File: config.mk
export PLATFORM = sky130hd
export DESIGN_NAME = fifo_host
export DESIGN_NICKNAME = d
export VERILOG_FILES = /design/src/logic/fifo_host_pkg.sv /design/src/logic/fifo_host.sv
export SDC_FILE = /design/constraint.sdc
export NUM_CORES = 1
export LEC_CHECK = 0
export BUFFER_PORTS_ARGS = -buffer_cell sky130_fd_sc_hd__buf_2
export CORE_UTILIZATION = 46
export DETAILED_ROUTE_END_ITERATION = 16
export PLACE_DENSITY = 0.84
export SYNTH_ARGS = -nofsm -noshare
export SYNTH_HDL_FRONTEND = slang
export SYNTH_SLANG_ARGS = --single-unit
File: constraint.sdc
create_clock -name pclk -period 1.9 [get_ports pclk]
set_input_delay 0.38 -clock pclk [delete_from_list [all_inputs] [get_ports pclk]]
set_output_delay 0.38 -clock pclk [all_outputs]
set_load 0.005 [all_outputs]
File: src/logic/fifo_host_pkg.sv
// Package for the strobe-driven FIFO host controller
package fifo_host_pkg;
  localparam int DATA_W = 9;
  localparam int APB_AW = 8;
  // Register byte offsets
  localparam logic [7:0] OFS_CTRL = 8'h00;
  localparam logic [7:0] OFS_WDATA = 8'h04;
  localparam logic [7:0] OFS_RDATA = 8'h08;
  localparam logic [7:0] OFS_STATUS = 8'h0c;
  localparam logic [7:0] OFS_TIMING = 8'h10;
  // Control register bits (write pulses except mode bits)
  localparam int CTRL_CLEAR = 0;
  localparam int CTRL_REPLAY = 1;
  localparam int CTRL_WRITE = 2;
  localparam int CTRL_READ = 3;
  localparam int CTRL_DEPTH = 4;
  localparam int CTRL_LEAD = 5;
  // Status register bits
  localparam int STAT_BUSY = 0;
  localparam int STAT_VACANT = 1;
  localparam int STAT_BRIM = 2;
  localparam int STAT_MID = 3;
  localparam int STAT_RVALID = 4;
  localparam int STAT_REFUSED = 5;
  // Timing: strobe low, clear/replay low and recovery times in ns at 4 ns per cycle
  localparam int CLK_NS = 4;
  localparam int STROBE_NS = 25;
  localparam int STROBE_CYC = (STROBE_NS + CLK_NS - 1) / CLK_NS;
  localparam int RESET_NS = 25;
  localparam int RESET_CYC = (RESET_NS + CLK_NS - 1) / CLK_NS;
  localparam int RECOV_NS = 15;
  localparam int RECOV_CYC = (RECOV_NS + CLK_NS - 1) / CLK_NS;
  localparam logic [7:0] CNT_W8 = 8'hff;

  typedef enum {
    ST_IDLE, ST_CLR_LOW, ST_RPL_LOW, ST_WR_LOW, ST_RD_LOW, ST_RECOVER
  } seq_e;

  // Pins driven toward the FIFO
  typedef struct packed {
    logic write_strobe_n;
    logic read_strobe_n;
    logic pointer_clear_n;
    logic replay_request_n;
    logic lead_device_select_n;
    logic chain_input_n;
    logic [DATA_W-1:0] wdata;
  } fifo_drive_s;

  // Pins sampled from the FIFO
  typedef struct packed {
    logic vacant_flag_n;
    logic brimming_flag_n;
    logic midpoint_flag_n;
    logic [DATA_W-1:0] rdata;
  } fifo_sense_s;
endpackage

File: src/logic/fifo_host.sv
// Host controller that drives a strobe FIFO or FIFO chain from APB registers
//
// The implementer's own choices: the address map and the APB slave port.
`timescale 1ns/1ns
module fifo_host #(
  parameter int DATA_W = fifo_host_pkg::DATA_W,
  parameter int CHAIN_N = 1
) (
  // APB slave
  input wire logic pclk,
  input wire logic presetn,
  input wire logic psel,
  input wire logic penable,
  input wire logic pwrite,
  input wire logic [fifo_host_pkg::APB_AW-1:0] paddr,
  input wire logic [31:0] pwdata,
  output logic [31:0] prdata,
  output logic pready,
  output logic pslverr,
  // FIFO control pins
  output logic write_strobe_n,
  output logic read_strobe_n,
  output logic pointer_clear_n,
  output logic replay_request_n,
  output logic [CHAIN_N-1:0] lead_device_select_n,
  output logic chain_input_n,
  output logic [DATA_W-1:0] fifo_wdata,
  // FIFO flag and data pins: vacant and brimming flags one per chained device, midpoint flag and data shared
  input wire logic [CHAIN_N-1:0] vacant_flag_n,
  input wire logic [CHAIN_N-1:0] brimming_flag_n,
  input wire logic midpoint_flag_n,
  input wire logic [DATA_W-1:0] fifo_rdata
);
  if (DATA_W < 1 || DATA_W > 32) begin : bad_data_w
    $error("DATA_W out of range");
  end
  if (CHAIN_N < 1) begin : bad_chain_n
    $error("CHAIN_N must be at least 1");
  end

  // Two-flop synchronisers on all pins from the FIFO
  logic [CHAIN_N-1:0] vac_s1_reg, vac_s2_reg, brim_s1_reg, brim_s2_reg;
  logic mid_s1_reg, mid_s2_reg;
  logic [DATA_W-1:0] rd_s1_reg, rd_s2_reg;
  always_ff @(posedge pclk or negedge presetn) begin
    if (!presetn) begin
      vac_s1_reg <= '0;
      vac_s2_reg <= '0;
      brim_s1_reg <= '1;
      brim_s2_reg <= '1;
      mid_s1_reg <= 1'b1;
      mid_s2_reg <= 1'b1;
      rd_s1_reg <= '0;
      rd_s2_reg <= '0;
    end else begin
      vac_s1_reg <= vacant_flag_n;
      vac_s2_reg <= vac_s1_reg;
      brim_s1_reg <= brimming_flag_n;
      brim_s2_reg <= brim_s1_reg;
      mid_s1_reg <= midpoint_flag_n;
      mid_s2_reg <= mid_s1_reg;
      rd_s1_reg <= fifo_rdata;
      rd_s2_reg <= rd_s1_reg;
    end
  end

  // Composite flags: active-low flags ORed so any device's high releases
  logic any_room, any_data;
  assign any_room = |brim_s2_reg;
  assign any_data = |vac_s2_reg;

  // Registers
  logic depth_mode_reg, lead_reg, refused_reg, rvalid_reg;
  logic [DATA_W-1:0] wdata_reg, rdata_reg;
  fifo_host_pkg::seq_e state_reg;
  logic [7:0] cnt_reg;

  logic wr_access, rd_access, addr_ok, busy;
  assign wr_access = psel && penable && pwrite;
  assign rd_access = psel && penable && !pwrite;
  assign busy = state_reg != fifo_host_pkg::ST_IDLE;
  assign addr_ok = paddr == fifo_host_pkg::OFS_CTRL || paddr == fifo_host_pkg::OFS_WDATA
    || paddr == fifo_host_pkg::OFS_RDATA || paddr == fifo_host_pkg::OFS_STATUS
    || paddr == fifo_host_pkg::OFS_TIMING;

  logic go_clear, go_replay, go_write, go_read;
  assign go_clear = wr_access && paddr == fifo_host_pkg::OFS_CTRL
    && pwdata[fifo_host_pkg::CTRL_CLEAR];
  assign go_replay = wr_access && paddr == fifo_host_pkg::OFS_CTRL
    && pwdata[fifo_host_pkg::CTRL_REPLAY] && !depth_mode_reg;
  assign go_write = wr_access && paddr == fifo_host_pkg::OFS_CTRL
    && pwdata[fifo_host_pkg::CTRL_WRITE];
  assign go_read = wr_access && paddr == fifo_host_pkg::OFS_CTRL
    && pwdata[fifo_host_pkg::CTRL_READ];

  // APB answer: zero wait states, error on unmapped address
  always_ff @(posedge pclk or negedge presetn) begin
    if (!presetn) begin
      pready <= 1'b0;
      pslverr <= 1'b0;
    end else begin
      pready <= psel && !penable;
      pslverr <= psel && !penable && !addr_ok;
    end
  end

  // The access phase is taken on the edge where pready is high
  logic take;
  assign take = pready && psel && penable;

  // Mode and write data registers
  always_ff @(posedge pclk or negedge presetn) begin
    if (!presetn) begin
      depth_mode_reg <= 1'b0;
      lead_reg <= 1'b1;
      wdata_reg <= '0;
    end else if (take && wr_access && !pslverr) begin
      if (paddr == fifo_host_pkg::OFS_CTRL && !busy) begin
        depth_mode_reg <= pwdata[fifo_host_pkg::CTRL_DEPTH];
        lead_reg <= pwdata[fifo_host_pkg::CTRL_LEAD];
      end
      if (paddr == fifo_host_pkg::OFS_WDATA) begin
        wdata_reg <= pwdata[DATA_W-1:0];
      end
    end
  end

  // Read data register
  always_ff @(posedge pclk or negedge presetn) begin
    if (!presetn) begin
      prdata <= '0;
    end else if (psel && !penable) begin
      case (paddr)
        fifo_host_pkg::OFS_CTRL: prdata <= {26'h0, lead_reg, depth_mode_reg, 4'h0};
        fifo_host_pkg::OFS_WDATA: prdata <= 32'(wdata_reg);
        fifo_host_pkg::OFS_RDATA: prdata <= 32'(rdata_reg);
        fifo_host_pkg::OFS_STATUS: prdata <= {26'h0, refused_reg, rvalid_reg,
          mid_s2_reg, any_room, any_data, busy};
        fifo_host_pkg::OFS_TIMING: prdata <= {24'h0, 8'(fifo_host_pkg::STROBE_CYC)};
        default: prdata <= '0;
      endcase
    end
  end

  // Strobe sequencer
  always_ff @(posedge pclk or negedge presetn) begin
    if (!presetn) begin
      state_reg <= fifo_host_pkg::ST_IDLE;
      cnt_reg <= '0;
      write_strobe_n <= 1'b1;
      read_strobe_n <= 1'b1;
      pointer_clear_n <= 1'b1;
      replay_request_n <= 1'b1;
      rvalid_reg <= 1'b0;
      rdata_reg <= '0;
      refused_reg <= 1'b0;
    end else begin
      case (state_reg)
        fifo_host_pkg::ST_IDLE: begin
          cnt_reg <= '0;
          if (take && go_clear) begin
            pointer_clear_n <= 1'b0;
            state_reg <= fifo_host_pkg::ST_CLR_LOW;
            rvalid_reg <= 1'b0;
            refused_reg <= 1'b0;
          end else if (take && go_replay) begin
            replay_request_n <= 1'b0;
            state_reg <= fifo_host_pkg::ST_RPL_LOW;
          end else if (take && go_write) begin
            if (any_room) begin
              write_strobe_n <= 1'b0;
              state_reg <= fifo_host_pkg::ST_WR_LOW;
            end else begin
              refused_reg <= 1'b1;
            end
          end else if (take && go_read) begin
            if (any_data) begin
              read_strobe_n <= 1'b0;
              state_reg <= fifo_host_pkg::ST_RD_LOW;
            end else begin
              refused_reg <= 1'b1;
            end
          end
        end
        fifo_host_pkg::ST_CLR_LOW: begin
          cnt_reg <= cnt_reg + 8'h01;
          if (cnt_reg >= 8'(fifo_host_pkg::RESET_CYC - 1)) begin
            pointer_clear_n <= 1'b1;
            cnt_reg <= '0;
            state_reg <= fifo_host_pkg::ST_RECOVER;
          end
        end
        fifo_host_pkg::ST_RPL_LOW: begin
          cnt_reg <= cnt_reg + 8'h01;
          if (cnt_reg >= 8'(fifo_host_pkg::RESET_CYC - 1)) begin
            replay_request_n <= 1'b1;
            cnt_reg <= '0;
            state_reg <= fifo_host_pkg::ST_RECOVER;
          end
        end
        fifo_host_pkg::ST_WR_LOW: begin
          cnt_reg <= cnt_reg + 8'h01;
          if (cnt_reg >= 8'(fifo_host_pkg::STROBE_CYC - 1)) begin
            write_strobe_n <= 1'b1;
            cnt_reg <= '0;
            state_reg <= fifo_host_pkg::ST_RECOVER;
          end
        end
        fifo_host_pkg::ST_RD_LOW: begin
          cnt_reg <= cnt_reg + 8'h01;
          // Data valid late in the strobe, caught before it rises
          if (cnt_reg >= 8'(fifo_host_pkg::STROBE_CYC - 1)) begin
            rdata_reg <= rd_s2_reg;
            rvalid_reg <= 1'b1;
            read_strobe_n <= 1'b1;
            cnt_reg <= '0;
            state_reg <= fifo_host_pkg::ST_RECOVER;
          end
        end
        fifo_host_pkg::ST_RECOVER: begin
          cnt_reg <= cnt_reg + 8'h01;
          // Lets flags settle through the synchronisers
          if (cnt_reg >= 8'(fifo_host_pkg::RECOV_CYC + 2)) begin
            cnt_reg <= '0;
            state_reg <= fifo_host_pkg::ST_IDLE;
          end
        end
        default: state_reg <= fifo_host_pkg::ST_IDLE;
      endcase
    end
  end

  // Static expansion pins and the write data bus
  always_ff @(posedge pclk or negedge presetn) begin
    if (!presetn) begin
      chain_input_n <= 1'b0;
      lead_device_select_n <= '1;
      fifo_wdata <= '0;
    end else begin
      chain_input_n <= 1'b0;
      // Device 0 leads in depth mode, others held high
      for (int i = 0; i < CHAIN_N; i++) begin
        lead_device_select_n[i] <= depth_mode_reg ? (i != 0) : lead_reg;
      end
      fifo_wdata <= wdata_reg;
    end
  end
endmodule

# ---- Word-level counts from Yosys, hierarchy flattened
# Index checks and enable logic that the tools add are counted.
dict set report word_totals {
  register_bits 134
  in_bits 57
  out_inout_bits 49
}
dict set report classes {
  add_sub_neg 1
  n_lt_le_gt_ge 1
  eq_ne 30
  mux 37
  reduce_logical 49
}
# op n
set ops {}
lappend ops {{two-way mux 32 bit} 8}
lappend ops {{one-hot mux 32 bit (3 select lines)} 1}
lappend ops {{== test 32 x 2 -> 1 bit, second input constant} 2}
lappend ops {{== test 32 x 3 -> 1 bit, second input constant} 2}
lappend ops {{one-hot mux 9 bit (5 select lines)} 1}
lappend ops {{== test 32 x 1 -> 1 bit, second input constant} 1}
lappend ops {{zero test 32 bit} 1}
lappend ops {{nonzero test 32 bit} 1}
lappend ops {{!= test 2 bit, second input constant} 15}
lappend ops {{two-way mux 1 bit} 20}
lappend ops {{logical AND 1 bit} 19}
lappend ops {{== test 8 x 4 -> 1 bit, second input constant} 2}
lappend ops {{one-hot mux 8 bit (2 select lines)} 1}
lappend ops {{!= test 5 bit, second input constant} 3}
lappend ops {{one-hot mux 1 bit (2 select lines)} 5}
lappend ops {{AND reduction 5 bit} 2}
lappend ops {{nonzero test 2 bit} 5}
lappend ops {{adder 8 x 1 -> 8 bit, second input constant} 1}
lappend ops {{== test 8 x 3 -> 1 bit, second input constant} 1}
lappend ops {{== test 8 x 5 -> 1 bit, second input constant} 1}
lappend ops {{>= comparator 8 x 3 -> 1 bit, second input constant} 1}
lappend ops {{zero test 8 bit} 1}
lappend ops {{two-way mux 8 bit} 1}
lappend ops {{AND reduction 7 bit} 1}
lappend ops {{other kinds (12)} 22}

# ---- Logic depth before layout (Yosys ltp)
# Gate-level depths: netlist (run 1).
dict set report depth {
  ltp_word 10
  ltp_mapped 7
  ltp_nobuf 7
}

# ---- Worst setup path after synthesis (run 1)
# Ideal clock, no wire load.
dict set report synth_timing {
  kind {input -> register}
  from {input paddr[1] in the netlist's numbering}
  to {register state_reg[1]}
  t_arrival_ps 1883
  path_slack_ps -108
  cell_stages 5
  path_buffers 0
  path_cell_list {or4_4 > a2111oi_4 > o32ai_2 > a31oi_4 > mux2_4}
}
dict set report synth_between {
  elab_chain_cells 8
  elab_cells_between_ends 19
  cone_classes {eq/ne: 3; mux: 4; reduce/logical: 12}
}
# item line_no
set synth_lines {}
lappend synth_lines {{start, declared} fifo_host.sv:15} ;# input wire logic [fifo_host_pkg::APB_AW-1:0] paddr,
lappend synth_lines {{zero test 8 bit *} --}
lappend synth_lines {{logical AND 1 bit *} --}
lappend synth_lines {{logical AND 1 bit, on equally long branches} {fifo_host.sv:92, fifo_host.sv:90}}
lappend synth_lines {{logical AND 1 bit, on equally long branches} {fifo_host.sv:169, fifo_host.sv:90}}
lappend synth_lines {{two-way mux 32 bit or logical AND 1 bit (tied branches)} {fifo_host.sv:169, fifo_host.sv:166}}
lappend synth_lines {{two-way mux 32 bit} fifo_host.sv:166} ;# end else if (take && go_replay) begin
lappend synth_lines {{two-way mux 32 bit} fifo_host.sv:161} ;# if (take && go_clear) begin
lappend synth_lines {{one-hot mux 32 bit (3 select lines)} fifo_host.sv:158} ;# case (state_reg)
lappend synth_lines {{end signal, assigned} fifo_host.sv:163} ;# state_reg <= fifo_host_pkg::ST_CLR_LOW;
lappend synth_lines {{end signal, assigned} fifo_host.sv:168} ;# state_reg <= fifo_host_pkg::ST_RPL_LOW;
lappend synth_lines {{end signal, assigned} fifo_host.sv:172} ;# state_reg <= fifo_host_pkg::ST_WR_LOW;
lappend synth_lines {{end, declared} fifo_host.sv:75} ;# fifo_host_pkg::seq_e state_reg;
# Mark *: on every way between the ends. The rest lies on a longest branch, timed or not.
# A chain may end at the register's enable or synchronous reset.

# ---- Worst setup path in the final report (run 1)
dict set report layout_timing {
  from {register pready}
  to {register state_reg[1]}
}
dict set report layout_between {
  elab_chain_cells 7
  elab_cells_between_ends 14
  cone_classes {eq/ne: 3; mux: 4; reduce/logical: 7}
}
# item line_no
set layout_lines {}
lappend layout_lines {{start, declared} fifo_host.sv:18} ;# output logic pready,
lappend layout_lines {{start signal, assigned} fifo_host.sv:102} ;# pready <= psel && !penable;
lappend layout_lines {{logical AND 1 bit * (2 in series)} fifo_host.sv:109} ;# assign take = pready && psel && penable;
lappend layout_lines {{logical AND 1 bit} fifo_host.sv:169} ;# end else if (take && go_write) begin
lappend layout_lines {{two-way mux 32 bit} fifo_host.sv:169}
lappend layout_lines {{two-way mux 32 bit} fifo_host.sv:166}
lappend layout_lines {{two-way mux 32 bit} fifo_host.sv:161}
lappend layout_lines {{one-hot mux 32 bit (3 select lines)} fifo_host.sv:158}
# Marked as above.

==> reports/metrics.cfg, run 1 <==
[grt]
antenna_found_initial = 0
grt_use_met2_pct = 29.58
use_met1_pct = 23.21
grt-ovfl-total = 0
grt_busiest_layer = met2
met3_usage_pct = 4.198
grt_pass1_wl_um = 10520
grt_use_total_pct = 18.05
grt_pass1_vias = 2306
grt_max_degree = 39

[critical_path]
path_buf_inv = 0
crit_family = compound AO/OA/AOI/OAI gates
startpoint_type = register
slowest_stage = a2111oi_4
worstPathArrival_ns = 2.05
required_ns = 2.13
crit_chain = nand4_1 -> a2111oi_4 -> o32ai_2 -> a31oi_4 -> mux2_4
end_kind = register
crit_fanout = 4
cpPeakStageDelay_ns = 0.41
r2r_cells = 5
path_class = reg -> reg
cp.depth = 5

[drt]
routed_wl_um = 6549
drt_iter0_markers = 198
vias = 2358
viasPerCell = 5.028
post-route-drc-count = 0
drtAntennaViolNets = 0
wire_per_inst_um = 13.96
firstDrtPassIters = 4

[clocking]
cts_tree = yes
cts_root_buffer = clkbuf_8
clkSinkCount = 82
htree_levels = 3
clockBufferDepth = 2
cts_setup_buffers = 0
clk_pin_slew_ns = 0.09
numCtsBuffers = 9
clock_latency_ns = 0.35

[yosys]
synth_area_per_cell_um2 = 12.33
yosys_warnings = 0
ys_ff_latch = 82
async_flop_share_pct = 100.0
yosys.area.top_type = dfrtp_1
synth_top_area_share_pct = 52.36
post-synth-top-count-cell = dfrtp_1
synth_edf_count = 0
ys_seq_area_share_pct = 60.00
synth_cell_types = 49
ys_top_cells_by_count = dfrtp_1 (72), buf_4 (24), mux2_2 (22), nand2_1 (19), nor2_1 (16)
synth_area_leaders = dfrtp_1 (52%), dfstp_2 (7.6%), mux2_2 (7.2%), buf_4 (5.2%), nand2_1 (2.1%)
netlist_area_um2 = 3441
yosys_most_used_dff = dfrtp_1
netlist_instances = 279

[timing]
slew_viol_final = 0
hold_viol = 0
max_freq_mhz = 548.7
tightest_slew_ns = 0.5907
hold_ws_ns = 0.1228
finalSetupViolCount = 0
finalCritPeriodShare_pct = 95.92
fin_crit_ns = 1.822
max_slew_margin_pct = 60.62
skew_ns = 0.01364
rsz0062_at_grt = no

[power_and_ir_drop]
power_density_nw_per_um2 = 756.8
ir_drop_v = 0.0004304
power_leakage_nw = 2.044

[run]
max-cap-violations = 0

[final_layout]
utilization_pct = 57.13
antenna_cells = 0
fill_cells = 596
finalNonFillerCells = 469
drive_gt1_share_pct = 39.73
area_growth_pct = 20.44
fin_nets = 424

[die]
die_w_um = 88.49
boundaryPins = 106
die_y_um = 88.49
core_um2 = 7253
dieArea_um2 = 7830
num_rows = 31
start_util_pct = 47.44

[hold_path]
hold_depth = 1
hp-class = in -> reg

[status]
status = complete, no violations

[placement]
post-place-cells = 452
dp_hpwl_um = 5013
place.port_buffers = 58
gp_congestion = 0.8844

-- placed cells by master (no fill, tap or decap), types with 2 or more instances in the layout --
master and count:
nor4_1 3, buf_4 28, nand2_1 19, conb_1 24, xor2_1 3, nor2_1 16, mux2_1 2, dfrtp_1 72
nand3_1 6, nor3_1 6, clkbuf_8 10, o21ai_0 9, or3_1 2, nor2b_1 3, nor3_2 3, a21oi_1 5
dfstp_2 10, o31ai_1 5, a221oi_1 3, buf_2 57, o2bb2ai_1 2, inv_1 6, a31oi_1 4, ha_1 2
and3_1 2, inv_6 3, or4_4 2, o211a_1 2, mux2_2 22, a22oi_1 7, and2_1 3, nand4_1 4
nand2b_1 3
-- layer usage --
metal,vias up,part of all wire (%),routed length (µm)
met1,1165,45,2920
met2,70,50,3270
met3,8,4.5,292
li1,1115,-,-
met4,0,0.99,65
met5,-,0,0
-- kinds of logic (layout without fill, tap and decap cells) --
group                    after synthesis  after routing  share of synthesized area, %
AO/OA/AOI/OAI                         46             46                         10.62
adder cells (fa/ha/maj)                2              2                        0.7272
multiplexers                          25             25                         8.291
flip-flops                            82             82                         60.00
other                                  1             24                        0.1090
AND/OR/NAND/NOR                       78             78                         12.07
buffers and inverters                 41            109                         7.163
XOR/XNOR                               4              4                         1.018
-- final timing paths --
| kind | endpoint | start | slack (ns) |
|---|---|---|---|
| max | state_reg[1]$_DFFE_PN0P_ | pready$_DFF_PN0_ | 0.08 |
| min | mid_s1_reg$_DFF_PN1_ | midpoint_flag_n | 0.12 |
| max reg2reg | state_reg[1]$_DFFE_PN0P_ | pready$_DFF_PN0_ | 0.08 |
| min reg2reg | rd_s2_reg[5]$_DFF_PN0_ | rd_s1_reg[5]$_DFF_PN0_ | 0.35 |
| max in group asynchronous | replay_request_n$_DFFE_PN1P_ | presetn | 0.78 |
| min in group asynchronous | rd_s1_reg[4]$_DFF_PN0_ | presetn | 0.51 |
-- area by class of cell --
cell class / instances / area, µm² / area share [%]
clock buffer: 10 / 137.6 / 3.321
clock inverter: 6 / 47.55 / 1.147
inverter: 6 / 22.52 / 0.5435
multi-input combinational: 179 / 1222 / 29.50
sequential: 82 / 2064 / 49.82
tap: 99 / 123.9 / 2.989
timing repair buffer: 87 / 525.5 / 12.68
-- stage by stage --
step	setup slack (ns)	setup TNS [ns]	power, mW	cell area (µm²)
finish	0.07750	0	3.136	4144
global route	0.03028	0	3.273	4144
CTS	0.06267	0	3.164	4139
detailed placement	-0.2720	-3.150	2.008	3943
global placement	-0.2355	-2.310	2.002	3943
floorplan	-0.07451	-0.1083	1.919	3527
-- power breakdown --
part,internal [mW],leakage [nW],switching (mW),total [mW]
Sequential,1.78,1.06,0.0137,1.79
Combinational,0.0727,0.888,0.110,0.182
Clock,0.524,0.0937,0.637,1.16
-- timing repair --
| item | CTS | global route |
|---|---|---|
| hold buffers | 1 | 0 |
| gates resized for setup | 1 | 1 |
| setup endpoints to repair | 9 | 2 |
| endpoints found under the hold margin | 26 | 0 |
(Power assumes the default switching activity.)
==> inputs of run 2 (changes only) <==
- GPL_TIMING_DRIVEN: unset -> 0
==> run 2 against run 1 <==
Effect of this change: clock skew up 0.0011 ns; non-clock buffer count rose by 12; routed wire length up 4.8%; highest routed layer is now met5; count of clock-buffer cells in the layout increased by 3; critical endpoint unchanged; sequential power hardly changed; fmax down 3.4%; via count is 2.5% higher.
==> reports/metrics.cfg, run 2 (same netlist as run 1, synthesis figures left out) <==
[critical_path]
r2r-end = rdata_reg[2]$_DFFE_PN0P_
end_kind = register
r2r_cells = 6
path_class = in -> reg
rrSetupSlack_ns = 0.06
worstPathArrival_ns = 2.12
required_ns = 2.13
crit_fanout = 10
r2r_start = cnt_reg[1]$_DFFE_PN0P_
startpoint_type = input pin

[timing]
max_freq_mhz = 530.1
max_slew_margin_pct = 62.84
finalWorstSetupSlack_ns = 0.01350
fin_crit_ns = 1.887
finalCritPeriodShare_pct = 99.29
slew_viol_final = 0
skew_ns = 0.01476
hold_viol = 0
finalSetupViolCount = 0
tightest_slew_ns = 0.5523
rsz0062_at_grt = yes

[final_layout]
drive_gt1_share_pct = 40.58
layout_commonest_cell = dfrtp_1
area_growth_pct = 23.45
finalNonFillerCells = 481
fin_nets = 436
fin_area_um2 = 4248
antenna_cells = 0
utilization_pct = 58.56
final_cell_mix = dfrtp_1 (72), buf_2 (57), buf_4 (32)
fill_cells = 602

[run]
max-cap-violations = 0

[grt]
antenna_found_initial = 1
grt_pass1_wl_um = 10320
grt_max_degree = 56
grt_use_total_pct = 17.85
grt-ovfl-total = 0
grt_pass1_vias = 2201

[clocking]
htree_levels = 3
cts_tree = yes
clock_latency_ns = 0.34
cts_root_buffer = clkbuf_8
clk_pin_slew_ns = 0.08
clkSinkCount = 82
numCtsBuffers = 9
clockBufferDepth = 2

[status]
status = complete, no violations

[placement]
place_area_um2 = 3966
post-place-cells = 459
gp_congestion = 0.8980
place.port_buffers = 57
dp_hpwl_um = 4841
preCtsSetupSlack_ns = -0.4631

[drt]
post-route-drc-count = 0
viasPerCell = 5.027
routed_wl_um = 6866
drt_iter0_markers = 228
wire_per_inst_um = 14.27
firstDrtPassIters = 5
vias = 2418
drtAntennaViolNets = 0

[die]
dieArea_um2 = 7830
boundaryPins = 106
num_rows = 31
die_y_um = 88.49
start_util_pct = 47.44
die_w_um = 88.49
core_um2 = 7253

[hold_path]
hp-class = in -> reg
hold_depth = 1
worstHoldStart = midpoint_flag_n
hold_end = mid_s1_reg$_DFF_PN1_

[power_and_ir_drop]
ir_drop_v = 0.0004562
power_density_nw_per_um2 = 741.1
power_leakage_nw = 2.110
power_mw = 3.148

[run 2: changes by cell type in the layout (fill, tap and decap cells not counted), sizes merged]
| cell | delta |
|---|---|
| inv | -3 |
| buf | +4 |
| clkbuf | +11 |
[run 2: how the worst max path moves through the flow]
stage,start,to,slack (ns),depth (start not counted)
4_1_cts,paddr[4],depth_mode_reg$_DFFE_PN0P_,0.003,6
2_1_floorplan,paddr[1],state_reg[1]$_DFFE_PN0P_,-0.07,5
3_5_place_dp,paddr[2],state_reg[1]$_DFFE_PN0P_,-0.46,7
5_1_grt,cnt_reg[0]$_DFFE_PN0P_,rdata_reg[2]$_DFFE_PN0P_,-0.04,7
6_report,paddr[2],state_reg[1]$_DFFE_PN0P_,0.01,7
3_3_place_gp,paddr[2],state_reg[1]$_DFFE_PN0P_,-0.42,7
[run 2: per-layer routing]
metal  share of wire, %  vias to the layer above  global-route usage (%)
li1                   -                     1136                       -
met1                 42                     1158                   22.51
met2                 49                      104                   28.67
met3                5.7                       18                   3.451
met4                2.8                        2                   10.70
met5               0.19                        -                       0
[run 2: repair_timing]
item,in CTS,in global routing
setup buffers,2,5
pin swaps,2,3
hold buffers,1,0
hold endpoints to repair,21,0
gates resized for setup,7,4
setup endpoints to repair,14,12
[run 2: worst max-delay path: stages]
cell	delay [ns]
buf_2	0.12
buf_2	0.18
nor4_2	0.43
nand3_1	0.17
o32ai_2	0.36
a31oi_4	0.15
mux2_4	0.32
[run 2: metrics by stage]
stage                     setup TNS, ns  hold WS (ns)
after floorplan                 -0.1083       0.08441
after global placement           -10.67        0.3341
after detailed placement         -7.442        0.3223
after CTS                             0        0.1266
after global routing            -0.2062        0.1273
final                                 0        0.1409
[run 2: report_power, final]
part / internal [mW] / leakage, nW / switching, mW / total, mW
clock network: 0.553 / 0.0898 / 0.598 / 1.15
logic: 0.0904 / 0.958 / 0.116 / 0.206
registers: 1.78 / 1.06 / 0.0125 / 1.79
[run 2: area by class of cell]
class	instances	area (µm²)	share of cell area, %
flip-flops and latches	82	2064	48.60
clock buffers	13	158.9	3.741
well taps	99	123.9	2.916
multi-input cells	179	1255	29.54
repair buffers	66	377.9	8.895
clock inverters	3	25.02	0.5891
plain buffers	33	220.2	5.184
inverters	6	22.52	0.5302
==> inputs of run 3 (changes only) <==
- BUFFER_PORTS_ARGS: -buffer_cell sky130_fd_sc_hd__buf_2 -> unset
- CORE_UTILIZATION: 46 -> 56
- DONT_BUFFER_PORTS: unset -> 1
- PLACE_DENSITY: 0.84 -> 0.82
==> run 3 against run 2 <==
Effect of this change: sequential share of layout area increased by 4.3 points; die area down 17%; clock skew decreased by 0.0064 ns; largest power group unchanged; largest cell class unchanged; routed wire length shrank 9.9%; register-to-register slack lost 0.02 ns; hold slack lost 0.43 ns; critical path type is now reg -> reg; the run now ends with hold timing left; utilization is 7.3 points higher; critical endpoint unchanged; sequential cell count did not move.
==> reports/metrics.cfg, run 3 (same netlist as run 1, synthesis figures left out) <==
[final_layout]
finalNonFillerCells = 399
final_cell_mix = dfrtp_1 (72), buf_4 (31), conb_1 (24)
fin_area_um2 = 3902
antenna_cells = 0
fill_cells = 443
layout_commonest_cell = dfrtp_1
multi_input_area_um2 = 1245
ff_latch_area_um2 = 2064
fin_nets = 378
drive_gt1_share_pct = 29.94
area_growth_pct = 13.42

[timing]
hold_ws_ns = -0.2880
slew_viol_final = 0
fin_crit_ns = 1.860
finalSetupViolCount = 0
finalWorstSetupSlack_ns = 0.04037
rsz0062_at_grt = yes
max_freq_mhz = 537.7
hold_viol = 82
finalCritPeriodShare_pct = 97.88
skew_ns = 0.008365

[drt]
vias = 2152
routed_wl_um = 6187
post-route-drc-count = 0
firstDrtPassIters = 4
wire_per_inst_um = 15.51
drt_iter0_markers = 123
drtAntennaViolNets = 0
viasPerCell = 5.393

[clocking]
cts_root_buffer = clkbuf_8
clkSinkCount = 82
clock_latency_ns = 0.36
htree_levels = 3
clk_pin_slew_ns = 0.08
ctsHoldBuffers = 1
cts_tree = yes
numCtsBuffers = 9
clockBufferDepth = 2

[die]
die_y_um = 80.39
die_w_um = 80.39
core_um2 = 5921
num_rows = 28
boundaryPins = 106
start_util_pct = 58.11
dieArea_um2 = 6462

[run]
max-cap-violations = 0

[critical_path]
r2r_cells = 5
path_class = reg -> reg
rrSetupSlack_ns = 0.04
required_ns = 2.15
worstPathArrival_ns = 2.11
startpoint_type = register
crit_fanout = 4
end_kind = register

[grt]
grt_pass1_vias = 2007
grt_max_degree = 83
grt_pass1_wl_um = 9963
antenna_found_initial = 0
grt-ovfl-total = 0
grt_use_total_pct = 21.38

[hold_path]
hp-class = in -> async

[power_and_ir_drop]
power_leakage_nw = 1.820
ir_drop_v = 0.0005168
power_mw = 3.142
power_density_nw_per_um2 = 805.2

[placement]
place.port_buffers = 0
preCtsSetupSlack_ns = -0.2567
place_area_um2 = 3621
post-place-cells = 377
dp_hpwl_um = 4436
gp_congestion = 0.8512

[status]
status = finished with violations
violations = hold timing

## run 3: cell count changes in the layout (fill, tap and decap cells not counted), sizes merged
| cell | before | now |
|---|---|---|
| buf | 90 | 32 |
| clkinvlp | 1 | 3 |
| clkinv | 2 | 1 |
| bufinv | 0 | 1 |
| clkbuf | 21 | 18 |
| inv | 6 | 7 |
## run 3: timing repair
item	in CTS	in global routing
resized for setup	5	4
endpoints found under the setup margin	14	15
buffers inserted	0	7
hold endpoints to repair	83	82
pin swaps	1	2
cloned	0	0
## run 3: final timing paths
path                                   startpoint                         to
setup reg to reg                 pready$_DFF_PN0_   state_reg[1]$_DFFE_PN0P_
setup / recovery                 pready$_DFF_PN0_   state_reg[1]$_DFFE_PN0P_
hold reg to reg            rd_s1_reg[4]$_DFF_PN0_     rd_s2_reg[4]$_DFF_PN0_
hold / removal                            presetn   wdata_reg[0]$_DFFE_PN0P_
min in group pclk                 brimming_flag_n      brim_s1_reg$_DFF_PN1_
max in group asynchronous                 presetn  read_strobe_n$_DFFE_PN1P_
## run 3: area by class of cell
cell class	count	area share (%)
clock buffer	10	3.270
clock inverter	6	1.699
multi-input combinational	179	31.90
sequential	82	52.90
timing repair buffer	8	1.603
tap	75	2.405
buffer	33	5.643
inverter	6	0.5771
## run 3: power by group
group	switching, mW	total (mW)	leakage [nW]	internal, mW
Clock	0.625	1.23	0.0889	0.609
Sequential	0.0133	1.79	1.06	1.78
Combinational	0.0573	0.116	0.670	0.0590
## run 3: metrics by stage
stage                     utilization [%]  setup TNS, ns
after floorplan                         -        -0.1083
after global placement              61.16         -4.011
after detailed placement            61.16         -4.557
after CTS                           64.81              0
after global routing                65.91        -0.1024
final                               65.91              0
## run 3: per-layer routing
metal | share of wire [%] | GRT usage (%) | vias up | routed length (µm)
li1 | - | - | 1018 | -
met5 | 0 | 0 | - | 0
met1 | 44 | 29.43 | 1048 | 2727
met3 | 8.6 | 7.045 | 12 | 532
met4 | 2.6 | 10.18 | 0 | 160
met2 | 45 | 30.42 | 74 | 2766
## run 3: worst max-delay path, stage by stage, from the launching register on
cell,delay [ns]
dfrtp_1,0.43
nand4_1,0.24
a2111oi_4,0.39
o32ai_2,0.15
a31oi_4,0.22
mux2_4,0.31
